===== src/hdl/dtcc_pkg.sv =====
package dtcc_pkg;

  // Transfer window is F0000H..FFFFFH; only the low 16 bits travel in descriptors
  localparam logic [3:0] WINDOW_PAGE = 4'hf;
  localparam logic [15:0] WINDOW_LO = 16'h0000;
  localparam logic [15:0] WINDOW_HI = 16'hffff;
  localparam int WINDOW_KBYTES = 64;

  // Region bounds inside the window (offsets from F0000H)
  localparam logic [15:0] EXT_SPECIAL_LO = 16'h0000;
  localparam logic [15:0] EXT_SPECIAL_HI = 16'h07ff;
  localparam logic [15:0] MIRROR_LO = 16'h2000;
  localparam logic [15:0] MIRROR_HI = 16'hbfff;
  localparam logic [15:0] RAM_LO = 16'hc000;
  localparam logic [15:0] RAM_HI = 16'hfedf;
  localparam logic [15:0] GPR_LO = 16'hfee0;
  localparam logic [15:0] GPR_HI = 16'hfeff;
  localparam logic [15:0] SPECIAL_LO = 16'hff00;
  localparam logic [15:0] SPECIAL_HI = 16'hffff;

  // Count of 8'h00 stands for 256 transfers in normal mode
  localparam logic [7:0] COUNT_LAST = 8'h01;
  localparam logic [7:0] COUNT_RESET = 8'h00;
  localparam logic [15:0] STEP_BYTE = 16'h0001;
  localparam logic [15:0] STEP_WORD = 16'h0002;

  typedef struct packed {
    logic enable;
    logic repeat_mode;
    logic unit16;
    logic src_inc;
    logic dst_inc;
    logic repeat_on_dst;
    logic [7:0] channel_transfer_count;
    logic [7:0] channel_reload_count;
    logic [15:0] src;
    logic [15:0] dst;
    logic [15:0] repeat_base;
  } dtcc_desc_type;

  typedef struct packed {
    logic we;
    logic unit16;
    logic [19:0] addr;
    logic [15:0] wdata;
  } dtcc_mem_type;

  typedef enum logic {
    DTCC_SIDE_SRC,
    DTCC_SIDE_DST
  } dtcc_side_type;

endpackage : dtcc_pkg


===== src/hdl/dtcc_region_check.sv =====
`timescale 1ns/1ps
module dtcc_region_check
  import dtcc_pkg::*;
(
  input wire logic [15:0] addr,
  input wire dtcc_pkg::dtcc_side_type side,
  output logic ok
);
  logic in_special;
  logic in_ext;
  logic in_ram;
  logic in_mirror;

  assign in_special = (addr >= SPECIAL_LO) && (addr <= SPECIAL_HI);
  assign in_ext = (addr >= EXT_SPECIAL_LO) && (addr <= EXT_SPECIAL_HI);
  assign in_ram = (addr >= RAM_LO) && (addr <= RAM_HI);
  assign in_mirror = (addr >= MIRROR_LO) && (addr <= MIRROR_HI);

  // General-purpose registers fall in no accepted region
  always_comb begin
    if (side == DTCC_SIDE_SRC) begin
      ok = in_special | in_ext | in_ram | in_mirror;
    end else begin
      ok = in_special | in_ext | in_ram;
    end
  end
endmodule : dtcc_region_check


===== src/hdl/dtcc_core.sv =====
`timescale 1ns/1ps
module dtcc_core (
  input wire logic clock,
  input wire logic rstn,
  input wire logic ce,
  input wire logic act_valid,
  output logic act_ready,
  input dtcc_pkg::dtcc_desc_type act_desc,
  output logic mem_req,
  output dtcc_pkg::dtcc_mem_type mem_out,
  input wire logic mem_ack,
  input wire logic [15:0] mem_rdata,
  output logic done,
  output logic err,
  output logic src_irq,
  output dtcc_pkg::dtcc_desc_type desc_out
);
  import dtcc_pkg::*;

  typedef enum logic [1:0] {
    ST_IDLE,
    ST_READ,
    ST_WRITE,
    ST_DONE
  } dtcc_state_type;

  dtcc_state_type state_reg;
  dtcc_desc_type cap_reg;
  dtcc_desc_type desc_next;
  dtcc_desc_type desc_out_reg;
  logic [15:0] data_reg;
  logic done_reg;
  logic err_reg;
  logic irq_reg;
  logic src_ok;
  logic dst_ok;
  logic accept;
  logic legal;
  logic [15:0] step;

  dtcc_region_check u_src_check (
    .addr(act_desc.src),
    .side(DTCC_SIDE_SRC),
    .ok(src_ok)
  );

  dtcc_region_check u_dst_check (
    .addr(act_desc.dst),
    .side(DTCC_SIDE_DST),
    .ok(dst_ok)
  );

  assign act_ready = ce && (state_reg == ST_IDLE);
  assign accept = act_valid && act_ready;
  // Disabled channels and illegal areas are answered without a bus cycle
  assign legal = act_desc.enable && src_ok && dst_ok;

  always_ff @(posedge clock or negedge rstn) begin
    if (!rstn) begin
      state_reg <= ST_IDLE;
    end else if (ce) begin
      unique case (state_reg)
        ST_IDLE: begin
          if (accept) begin
            state_reg <= legal ? ST_READ : ST_DONE;
          end
        end
        ST_READ: begin
          if (mem_ack) begin
            state_reg <= ST_WRITE;
          end
        end
        ST_WRITE: begin
          if (mem_ack) begin
            state_reg <= ST_DONE;
          end
        end
        ST_DONE: begin
          state_reg <= ST_IDLE;
        end
      endcase
    end
  end

  always_ff @(posedge clock or negedge rstn) begin
    if (!rstn) begin
      cap_reg <= '0;
      err_reg <= 1'b0;
    end else if (ce && accept) begin
      cap_reg <= act_desc;
      err_reg <= !legal;
    end
  end

  always_ff @(posedge clock or negedge rstn) begin
    if (!rstn) begin
      data_reg <= 16'h0000;
    end else if (ce && state_reg == ST_READ && mem_ack) begin
      // Upper byte dropped for byte units
      data_reg <= cap_reg.unit16 ? mem_rdata : {8'h00, mem_rdata[7:0]};
    end
  end

  // Bus address always carries the fixed upper page
  assign mem_req = (state_reg == ST_READ) || (state_reg == ST_WRITE);
  always_comb begin
    mem_out.we = (state_reg == ST_WRITE);
    mem_out.unit16 = cap_reg.unit16;
    mem_out.addr = {WINDOW_PAGE, (state_reg == ST_WRITE) ? cap_reg.dst : cap_reg.src};
    mem_out.wdata = data_reg;
  end

  assign step = cap_reg.unit16 ? STEP_WORD : STEP_BYTE;

  always_comb begin
    desc_next = cap_reg;
    // 16-bit address arithmetic wraps inside the window
    if (cap_reg.src_inc) begin
      desc_next.src = cap_reg.src + step;
    end
    if (cap_reg.dst_inc) begin
      desc_next.dst = cap_reg.dst + step;
    end
    desc_next.channel_transfer_count = cap_reg.channel_transfer_count - COUNT_LAST;
    if (cap_reg.channel_transfer_count == COUNT_LAST) begin
      if (cap_reg.repeat_mode) begin
        desc_next.channel_transfer_count = cap_reg.channel_reload_count;
        if (cap_reg.repeat_on_dst) begin
          desc_next.dst = cap_reg.repeat_base;
        end else begin
          desc_next.src = cap_reg.repeat_base;
        end
      end else begin
        desc_next.enable = 1'b0;
      end
    end
  end

  always_ff @(posedge clock or negedge rstn) begin
    if (!rstn) begin
      desc_out_reg <= '0;
      done_reg <= 1'b0;
      irq_reg <= 1'b0;
    end else if (ce) begin
      done_reg <= 1'b0;
      irq_reg <= 1'b0;
      if (state_reg == ST_DONE) begin
        done_reg <= 1'b1;
        desc_out_reg <= err_reg ? cap_reg : desc_next;
        irq_reg <= !err_reg && !cap_reg.repeat_mode
          && (cap_reg.channel_transfer_count == COUNT_LAST);
      end
    end
  end

  assign done = done_reg;
  assign err = done_reg && err_reg;
  assign src_irq = irq_reg;
  assign desc_out = desc_out_reg;

  logic src_ok_cap;
  logic dst_ok_cap;
  dtcc_region_check u_src_chk_cap (
    .addr(cap_reg.src),
    .side(DTCC_SIDE_SRC),
    .ok(src_ok_cap)
  );
  dtcc_region_check u_dst_chk_cap (
    .addr(cap_reg.dst),
    .side(DTCC_SIDE_DST),
    .ok(dst_ok_cap)
  );
endmodule : dtcc_core


===== config.mk =====
export PLATFORM = sky130hd
export DESIGN_NAME = dtcc_core
export DESIGN_NICKNAME = d
export VERILOG_FILES = /design/src/hdl/dtcc_pkg.sv /design/src/hdl/dtcc_region_check.sv /design/src/hdl/dtcc_core.sv
export SDC_FILE = /design/constraint.sdc
export NUM_CORES = 1
export LEC_CHECK = 0
export ABC_AREA = 0
export ABC_CLOCK_PERIOD_IN_PS = 6400
export BUFFER_PORTS_ARGS = -buffer_cell sky130_fd_sc_hd__buf_2
export CAP_MARGIN = 10
export CORE_MARGIN = 8
export CORE_UTILIZATION = 58
export CTS_CLUSTER_DIAMETER = 50
export DETAILED_ROUTE_END_ITERATION = 7
export GPL_ROUTABILITY_DRIVEN = 0
export PLACE_DENSITY_LB_ADDON = 0.12
export SLEW_MARGIN = 10
export SYNTH_ARGS = -nofsm -noshare
export SYNTH_HDL_FRONTEND = slang
export SYNTH_SLANG_ARGS = --single-unit

===== constraint.sdc =====
create_clock -name clock -period 6.4 [get_ports clock]
set_clock_uncertainty 0.15 [all_clocks]
set_input_delay 0.32 -clock clock [delete_from_list [all_inputs] [get_ports clock]]
set_output_delay 0.32 -clock clock [all_outputs]
set_load 0.02 [all_outputs]

### After elaboration in Yosys (flattened, before gate mapping)

Index checks and enable logic that the tools add are counted.

| word-level totals | value |
|---|---|
| flip-flop bits (word level) | 161 |
| word-level logic and storage cells | 101 |

| cells by class | value |
|---|---|
| order comparisons | 14 |
| add/sub/neg operators | 3 |
| eq/ne operators | 7 |
| reduce and logical (&&, ||, !) cells | 24 |
| bitwise logic cells | 5 |
| mux-type cells | 21 |

Operator list:

| cell | count |
|---|---|
| $mux 16 | 6 |
| $le 16x16->1 const B | 5 |
| $mux 70 | 1 |
| $ge 16x16->1 const B | 4 |
| $mux 32 | 2 |
| $add 16x2->16 | 2 |
| $ge 16x1->1 const B | 2 |
| $le 16x11->1 const B | 2 |
| $logic_and 1x1->1 | 17 |
| $ge 16x14->1 const B | 1 |
| $mux 8 | 2 |
| $mux 2 | 5 |
| $eq 8x1->1 const B | 1 |
| $pmux 2 s4 | 1 |
| $sub 8x1->8 const B | 1 |
| $or 1x1->1 | 5 |
| $eq 2x2->1 const B | 2 |
| $mux 1 | 4 |
| $ne 2x2->1 const B | 2 |
| $reduce_and 4->1 | 1 |
| $logic_not 1->1 | 3 |
| $eq 2x1->1 const B | 1 |
| $logic_not 2->1 | 1 |
| $ne 2x1->1 const B | 1 |
| 2 further kinds | 2 |

### Depth between registers and ports, before layout

Gate-level depths: netlist of run 1.

| depth | value |
|---|---|
| word-level depth | 10 |
| mapped depth | 11 |

### Cells and area by module

From an unflattened synthesis of run 1, not the netlist that was laid out.

| unflattened totals | value |
|---|---|
| cell total of the unflattened synthesis | 803 |
| area total of the unflattened synthesis | 8023.9 um^2 |

Modules (own cells, without submodules):

| module | seq. area each (um^2) | cells each | instances | area each (um^2) |
|---|---|---|---|---|
| dtcc_core | 4028.9 | 781 | 1 | 7903.8 |
| dtcc_region_check | 0.0 | 11 | 2 | 60.1 |

### Worst setup path after synthesis of run 1

Ideal clock, no wire load.

| timing | value |
|---|---|
| path kind | register to register |
| start point | register cap_reg, in the netlist mem_out[36] |
| end point | register desc_out_reg, in the netlist desc_out[30] |
| setup slack | 3724 ps |
| setup time | 87 ps |
| arrival | 2440 ps |
| data required time | 6163 ps |
| buffers on the path | 2 |
| cell stages (with the launch flop) | 12 |
| path through | dfrtp_1 clkbuf_1 inv_1 ha_1 inv_1 fa_1 and4b_1 and3_1 clkbuf_1 nand3_1 o31a_1 o211ai_1 |

| between the ends | value |
|---|---|
| cells in the longest elaborated chain, start to end | 7 |

Ends and longest elaborated chain:

| item | line | source |
|---|---|---|
| start: declaration | dtcc_core.sv:28 | `dtcc_desc_type cap_reg;` |
| start signal: assignment | dtcc_core.sv:90 | `cap_reg <= act_desc;` |
| $mux 2 (*) | dtcc_core.sv:113 | `assign step = cap_reg.unit16 ? STEP_WORD : STEP_BYTE;` |
| $add 16x2->16 (*) | dtcc_core.sv:122 | `desc_next.dst = cap_reg.dst + step;` |
| $mux 16 (*) | dtcc_core.sv:121 | `if (cap_reg.dst_inc) begin` |
| $mux 16 | dtcc_core.sv:128 | `if (cap_reg.repeat_on_dst) begin` |
| $mux 32 | dtcc_core.sv:126 | `if (cap_reg.repeat_mode) begin` |
| $mux 32 (*) | dtcc_core.sv:125 | `if (cap_reg.channel_transfer_count == COUNT_LAST) begin` |
| $mux 70 (*) | dtcc_core.sv:149 | `desc_out_reg <= err_reg ? cap_reg : desc_next;` |
| end signal: assignment | dtcc_core.sv:149 |  |
| end: declaration | dtcc_core.sv:30 | `dtcc_desc_type desc_out_reg;` |

Mark *: on every way between the ends. The rest lies on a longest branch, timed or not.
A chain may end at the register's enable or synchronous reset.

### Worst setup path after layout of run 1

| timing | value |
|---|---|
| start point | register cap_reg[57] in the netlist's numbering |
| end point | register desc_out_reg, in the netlist desc_out[43] |

| between the ends | value |
|---|---|
| cells in the longest elaborated chain, start to end | 3 |

Ends and longest elaborated chain:

| item | line |
|---|---|
| $eq 8x1->1 | dtcc_core.sv:125 |
| $mux 32 | dtcc_core.sv:125 |
| $mux 70 | dtcc_core.sv:149 |

Every way passes these cells.

==> results of run 1 <==
[metal layers]
metal | GRT usage | share of wire | vias up
met1 | 0.335 | 0.39 | 3343
met3 | 0.0813 | 0.089 | 36
met5 | 0 | 0 | -
met2 | 0.441 | 0.49 | 293
li1 | - | - | 3283
met4 | 0.0961 | 0.024 | 0
[area by class of cell]
cell class              count  area (um^2)  area share
repair buffers            275         1750       0.170
flip-flops and latches    161         4030       0.390
inverters                  18         67.6     0.00654
multi-input cells         558         3650       0.353
clock buffers              20          457      0.0442
clock inverters            12          156      0.0151
diodes                      1         2.50    0.000242
well taps                 180          225      0.0218
[worst register-to-register path: cells and delay by family (launching register included)]
| family | cells | cell delay [ns] |
|---|---|---|
| AOI/OAI and AO/OA | 2 | 0.17 |
| and+or+nand+nor | 3 | 1.95 |
| buffers and inverters | 1 | 0.09 |
| DFF | 1 | 0.40 |
| adders and majority gates | 1 | 0.17 |
[layout by cell type (no fill, tap or decap), types with 4 or more instances in the layout]
cell	Yosys	final
buf_2	3	198
dfrtp_1	161	161
nand2_1	150	148
mux2_2	93	93
dlygate4sd3_1	0	72
o21ai_0	43	43
nor2_1	38	38
a21oi_1	32	32
nand3_1	21	21
inv_1	18	18
clkbuf_16	0	17
nor3_1	14	14
a31oi_1	12	12
o211ai_1	12	12
nand4_1	11	11
ha_1	11	11
and3_1	10	10
o22ai_1	8	8
nor4_1	7	7
or3_1	6	6
a211oi_1	6	6
nor3b_1	5	5
a2bb2oi_1	4	4
and4_1	4	4
nand2b_1	4	4
o31a_1	4	4
o221a_2	4	4
conb_1	1	4
clkinvlp_4	0	4
buf_4	6	4
[synthesized netlist by cell type (5+ instances only)]
cell type  number
nor2_1         38
dfrtp_1       161
nand4_1        11
nor4_1          7
a21oi_1        32
a31oi_1        12
mux2_2         93
o211ai_1       12
and3_1         10
nand3_1        21
buf_4           6
clkbuf_1       40
o22ai_1         8
buf_1           6
nor3b_1         5
a211oi_1        6
or3_1           6
nand2_1       150
ha_1           11
nor3_1         14
o21ai_0        43
inv_1          18
[report_power, final]
part           internal [W]  switching (W)  total (W)
logic              0.000901        0.00130    0.00220
registers           0.00150       0.000532    0.00203
clock network      0.000636       0.000418    0.00105
[worst paths after layout]
| path | slack, ns | cells after the start | from | to |
|---|---|---|---|---|
| min in group asynchronous | 0.37 | 2 | rstn | cap_reg[2] |
| max | 3.31 | 7 | cap_reg[57] | desc_out[43] |
| max in group asynchronous | 4.24 | 3 | rstn | desc_out[62] |
| max reg2reg | 3.31 | 7 | cap_reg[57] | desc_out[43] |
| min reg2reg | 0.32 | 2 | desc_out[69] | desc_out[69] |
| min | 0.009 | 3 | mem_rdata[15] | data_reg[15] |
[metrics by stage]
step / instance area [um^2] / hold slack, ns / setup WS, ns / utilization / instances
global route: 10300 / 0.00870 / 3.17 / 0.757 / 1225
floorplan: 7980 / -0.126 / 3.72 / - / 794
CTS: 10300 / 0.00191 / 3.41 / 0.756 / 1224
finish: 10300 / 0.00919 / 3.31 / 0.757 / 1225
detailed placement: 9000 / 0.280 / 3.41 / 0.659 / 1120
global placement: 9000 / 0.281 / 3.55 / 0.659 / 1120
[kinds of logic (layout without fill, tap and decap cells)]
kind of cell,count (synthesis),in the layout,share of synthesized area
AO/OA/AOI/OAI,154,154,0.124
XOR/XNOR,5,5,0.00549
adder cells (fa/ha/maj),13,13,0.0223
buffers and inverters,75,325,0.0397
flip-flops,161,161,0.505
multiplexers,94,94,0.133
other,1,5,0.000470
AND/OR/NAND/NOR,288,288,0.170
==> impl_metrics.toml, run 1 <==
[finish]
largest_reg_flops = 70
fill_cells = 981
drive_gt1_frac = 0.324
nNetsFinal = 1135
syn_to_final_growth_pct = 29.7

[critical_path]
crit_arrival_ns = 3.22
critPathSlowestCell = "nand3_1"
cpPeakStageDelay_ns = 0.79
crit_path_end_kind = "register"
worstPathRequired_ns = 6.53
crit_chain = "inv_1 -> ha_1 -> nor4bb_1 -> nand3_1 -> or3_1 -> o21ai_0 -> o41ai_1"
crit_family = "simple AND/OR/NAND/NOR gates"
start_kind = "register"
critical_path_class = "register to register"
cp.buffers_inverters = 1
path_max_fanout = 24

[power_and_ir_drop]
worst_ir_drop_vdd_v = 0.000299
p_leak_nw = 4.91
power_density_mw_per_mm2 = 512
total_power_w = 0.00529

[timing]
finalSetupViolCount = 0
hold_violations = 0
slew_viol_final = 0
worstMarginPinSlew_ns = 1.04
fin_crit_sh = 0.483
timing.fmax_mhz = 323
slew_headroom = 0.288
min_period_ns = 3.09
rsz0062_at_grt = "no"
setup_tns_ns = 0

[synthesis]
ys.flop_type = "dfrtp_1"
post-synth-top-area-fraction = 0.505
ys_ff_latch = 161
synth_cells = 791
syn-cell-area_mm2 = 0.00797
ys_seq_area_frac = 0.505
ys_warn_count = 0
synth.distinct_cells = 62
synth-edff-count = 0
synthTopCellsByArea = "dfrtp_1 51%, mux2_2 13%, nand2_1 7.1%"
syn_area_per_cell_um2 = 10.1
yosys.area.top_type = "dfrtp_1"
synthArstFlopShare = 1.00

[route]
first_iter_violations = 675
vias_per_cell = 5.68
dr_total_vias = 6955
route.detailed.drc = 0
drtPass1Iterations = 5
postRouteAntennaNets = 0
wl_per_cell_um = 19.4
wirelength_mm = 23.7

[die]
die_area_mm2 = 0.0178
fp.dieH_um = 133
core_mm2 = 0.0137
initial_core_util = 0.583
io_pins = 204
die_x_um = 133
row_count = 43

[cts]
insertion_delay_ns = 0.43
cts_buffers = 17
cts-root-buf = "clkbuf_16"
cts.clk_slew.worst_paths_ns = 0.07
ctsHoldBuffers = 72
cts_resized = 0
clock_sinks = 161
cts_tree = "built"
cts_setup_buffers = 0
h-tree-depth = 4
clock_path_buffers = 2

[global_routing]
grt_overflow_total = 0
grt_pass1_vias = 7142
grt_max_degree = 87
antenna_found_initial = 1
grt_pass1_wl_mm = 38.4
track_usage = 0.270

[place]
port_buffers = 199
dp_hpwl_mm = 15.5

[job]
cap_violations = 0

[outcome]
status = "finished clean"

[worst_hold_path]
min_path_type = "primary input to register"
Note: power is estimated with default switching activity, not from simulation.
==> inputs of run 2 (changes only) <==
--- a/config.mk
+++ b/config.mk
@@ -5,12 +5,12 @@
 export SDC_FILE = /design/constraint.sdc
 export NUM_CORES = 1
 export LEC_CHECK = 0
-export ABC_AREA = 0
-export ABC_CLOCK_PERIOD_IN_PS = 6400
+export ABC_AREA = 1
+export ABC_CLOCK_PERIOD_IN_PS = 2700
 export BUFFER_PORTS_ARGS = -buffer_cell sky130_fd_sc_hd__buf_2
 export CAP_MARGIN = 10
 export CORE_MARGIN = 8
-export CORE_UTILIZATION = 58
+export CORE_UTILIZATION = 49
 export CTS_CLUSTER_DIAMETER = 50
 export DETAILED_ROUTE_END_ITERATION = 7
 export GPL_ROUTABILITY_DRIVEN = 0
==> constraint.sdc (replaced) <==
create_clock -name clock -period 2.7 [get_ports clock]
set_clock_uncertainty 0.15 [all_clocks]
set_input_delay 0.135 -clock clock [delete_from_list [all_inputs] [get_ports clock]]
set_output_delay 0.135 -clock clock [all_outputs]
set_load 0.02 [all_outputs]
==> impl_metrics.toml, run 2 <==
[power_and_ir_drop]
switching_share = 0.458
p_leak_nw = 5.65
power_density_mw_per_mm2 = 1210
intPower_w = 0.00724
switchingPower_w = 0.00611
p_seq_frac = 0.337
worst_ir_drop_vdd_v = 0.000631
clkPwrFrac = 0.194
power_frac_comb = 0.468

[cts]
clock_sinks = 161
cts_setup_buffers = 0
cts-root-buf = "clkbuf_16"
cts_buffers = 17
cts_tree = "built"
h-tree-depth = 4
clock_path_buffers = 2
cts.clk_slew.worst_paths_ns = 0.06
insertion_delay_ns = 0.42

[synthesis]
ys_ff_latch = 161
synth-edff-count = 0
synth.distinct_cells = 35
synthTopCellsByArea = "dfrtp_1 49%, nand2_1 17%, o21ai_0 9.3%"
yosys.area.top_type = "dfrtp_1"
syn-cell-area_mm2 = 0.00831
yosysMostFrequentCell = "nand2_1"
synth_xor_xnor_area_share = 0.00738
syn_area_per_cell_um2 = 7.60
synthArstFlopShare = 1.00
post-synth-top-area-fraction = 0.485
ys.flop_type = "dfrtp_1"
synthMuxAreaShare = 0
synthAdderAreaFrac = 0.0214
synth_top_family_by_area = "simple AND/OR/NAND/NOR gates"
synth_commonest_cells = "377 x nand2_1, 161 x dfrtp_1, 154 x o21ai_0"
yosys.area_share.simple = 0.254
synth_cells = 1093
ys_warn_count = 0
ys_seq_area_frac = 0.485
synth_compound_area_frac = 0.145

[timing]
setup_slack_ns = 0.331
fin_crit_sh = 0.877
min_period_ns = 2.37
slew_headroom = 0.518
finalSetupViolCount = 0
hold_violations = 0
worstMarginPinSlew_ns = 0.723
timing.fmax_mhz = 422
rsz0062_at_grt = "no"
setup_tns_ns = 0
slew_viol_final = 0

[die]
initial_core_util = 0.501
io_pins = 204
die_x_um = 146
fp.dieH_um = 146
core_mm2 = 0.0166
die_area_mm2 = 0.0214
row_count = 47

[critical_path]
worstPathRequired_ns = 2.91
start_kind = "register"
cpPeakStageDelay_ns = 0.40
crit_chain = "inv_1 -> ha_1 -> inv_1 -> fa_1 -> nor2_1 -> nand2_1 -> nor2_1 -> nand2_1 -> o21ai_0 -> nand3_1 -> nand2_1 -> nand2_1 -> nand2_1"
crit_path_end_kind = "register"
r2r_slack_ns = 0.33
crit_arrival_ns = 2.58
cp_common_cell = "nand2_1"
critical_path_class = "register to register"
path_max_fanout = 5
critPathSlowestCell = "fa_1"

[global_routing]
antenna_found_initial = 0
grt_max_degree = 113
grt_pass1_wl_mm = 42.2
grt_pass1_vias = 8045
grt_overflow_total = 0
track_usage = 0.245

[finish]
layout_commonest_cell = "nand2_1"
nNetsFinal = 1466
diodes = 0
largest_reg_flops = 70
syn_to_final_growth_pct = 32.7
final_area_mm2 = 0.0110
drive_gt1_frac = 0.192
most-common-layout-cells = "376 x nand2_1, 198 x buf_2, 161 x dfrtp_1"

[worst_hold_path]
min_path_type = "primary input to register"

[route]
first_iter_violations = 640
dr_total_vias = 8230
drtPass1Iterations = 5
vias_per_cell = 5.16
wirelength_mm = 26.3
route.detailed.drc = 0
wl_per_cell_um = 16.5
postRouteAntennaNets = 0

[place]
place_ws_ns = 0.368
dp_hpwl_mm = 18.3
dpl-instance-area_mm2 = 0.00950
port_buffers = 199

[outcome]
status = "finished clean"

[job]
cap_violations = 0
-- run 2: final cells by class --
cell class / instances / area, um^2
Clock buffer: 23 / 478
Clock inverter: 8 / 153
Fill cell: 1404 / 5560
Inverter: 118 / 443
Multi-Input combinational cell: 762 / 3590
Sequential cell: 161 / 4030
Tap cell: 220 / 275
Timing Repair Buffer: 302 / 2060
-- run 2: worst max-delay path, delay by kind of cell (launching register included) --
family	cells	cell delay (ns)
buffers and inverters	2	0.23
and+or+nand+nor	8	0.79
AOI/OAI and AO/OA	1	0.15
DFF	1	0.38
adders and majority gates	2	0.60
-- run 2: repair_timing --
item                                   in CTS  in global routing
gates resized for setup                     0                  0
endpoints found under the hold margin     160                  0
hold buffers                               89                  0
-- run 2: path summary, 6_finish.rpt --
| check | start | end | cells after the start |
|---|---|---|---|
| max | mem_out[36] | desc_out[26] | 13 |
| min in group asynchronous | rstn | desc_out[53] | 2 |
| max reg2reg | mem_out[36] | desc_out[26] | 13 |
| min reg2reg | data_reg[6] | data_reg[6] | 2 |
| max in group asynchronous | rstn | cap_reg[28] | 3 |
| min | act_valid | state_reg[0] | 5 |
-- run 2: layer usage --
| layer | part of all wire | wire, um | global-route usage | vias up |
|---|---|---|---|---|
| met4 | 0.024 | 633 | 0.0958 | 0 |
| met5 | 0 | 0 | 0 | - |
| met1 | 0.45 | 11800 | 0.332 | 3852 |
| met3 | 0.076 | 2000 | 0.0562 | 31 |
| li1 | - | - | - | 4018 |
| met2 | 0.45 | 11900 | 0.375 | 329 |
-- run 2: stage by stage --
stage / util / std cells / hold slack [ns] / total power [W]
after CTS: 0.665 / 1594 / 0.125 / 0.0134
after global routing: 0.665 / 1594 / 0.214 / 0.0143
after detailed placement: 0.573 / 1474 / 0.0761 / 0.0106
after floorplan: - / 1096 / -0.311 / 0.00838
final: 0.665 / 1594 / 0.150 / 0.0134
after global placement: 0.573 / 1474 / 0.0695 / 0.0105
-- run 2: power groups by stage --
stage	clock network, W	logic (W)	registers [W]
floorplan	0	0.00330	0.00508
global placement	0	0.00606	0.00448
finish	0.00259	0.00626	0.00451
detailed placement	0	0.00614	0.00450
global route	0.00271	0.00694	0.00463
CTS	0.00262	0.00626	0.00448
-- run 2: kinds of logic after synthesis --
| group | Yosys count |
|---|---|
| other | 1 |
| adder cells (fa/ha/maj) | 13 |
| buffers and inverters | 173 |
| AND/OR/NAND/NOR | 509 |
| flip-flops | 161 |
| XOR/XNOR | 7 |
| AO/OA/AOI/OAI | 229 |
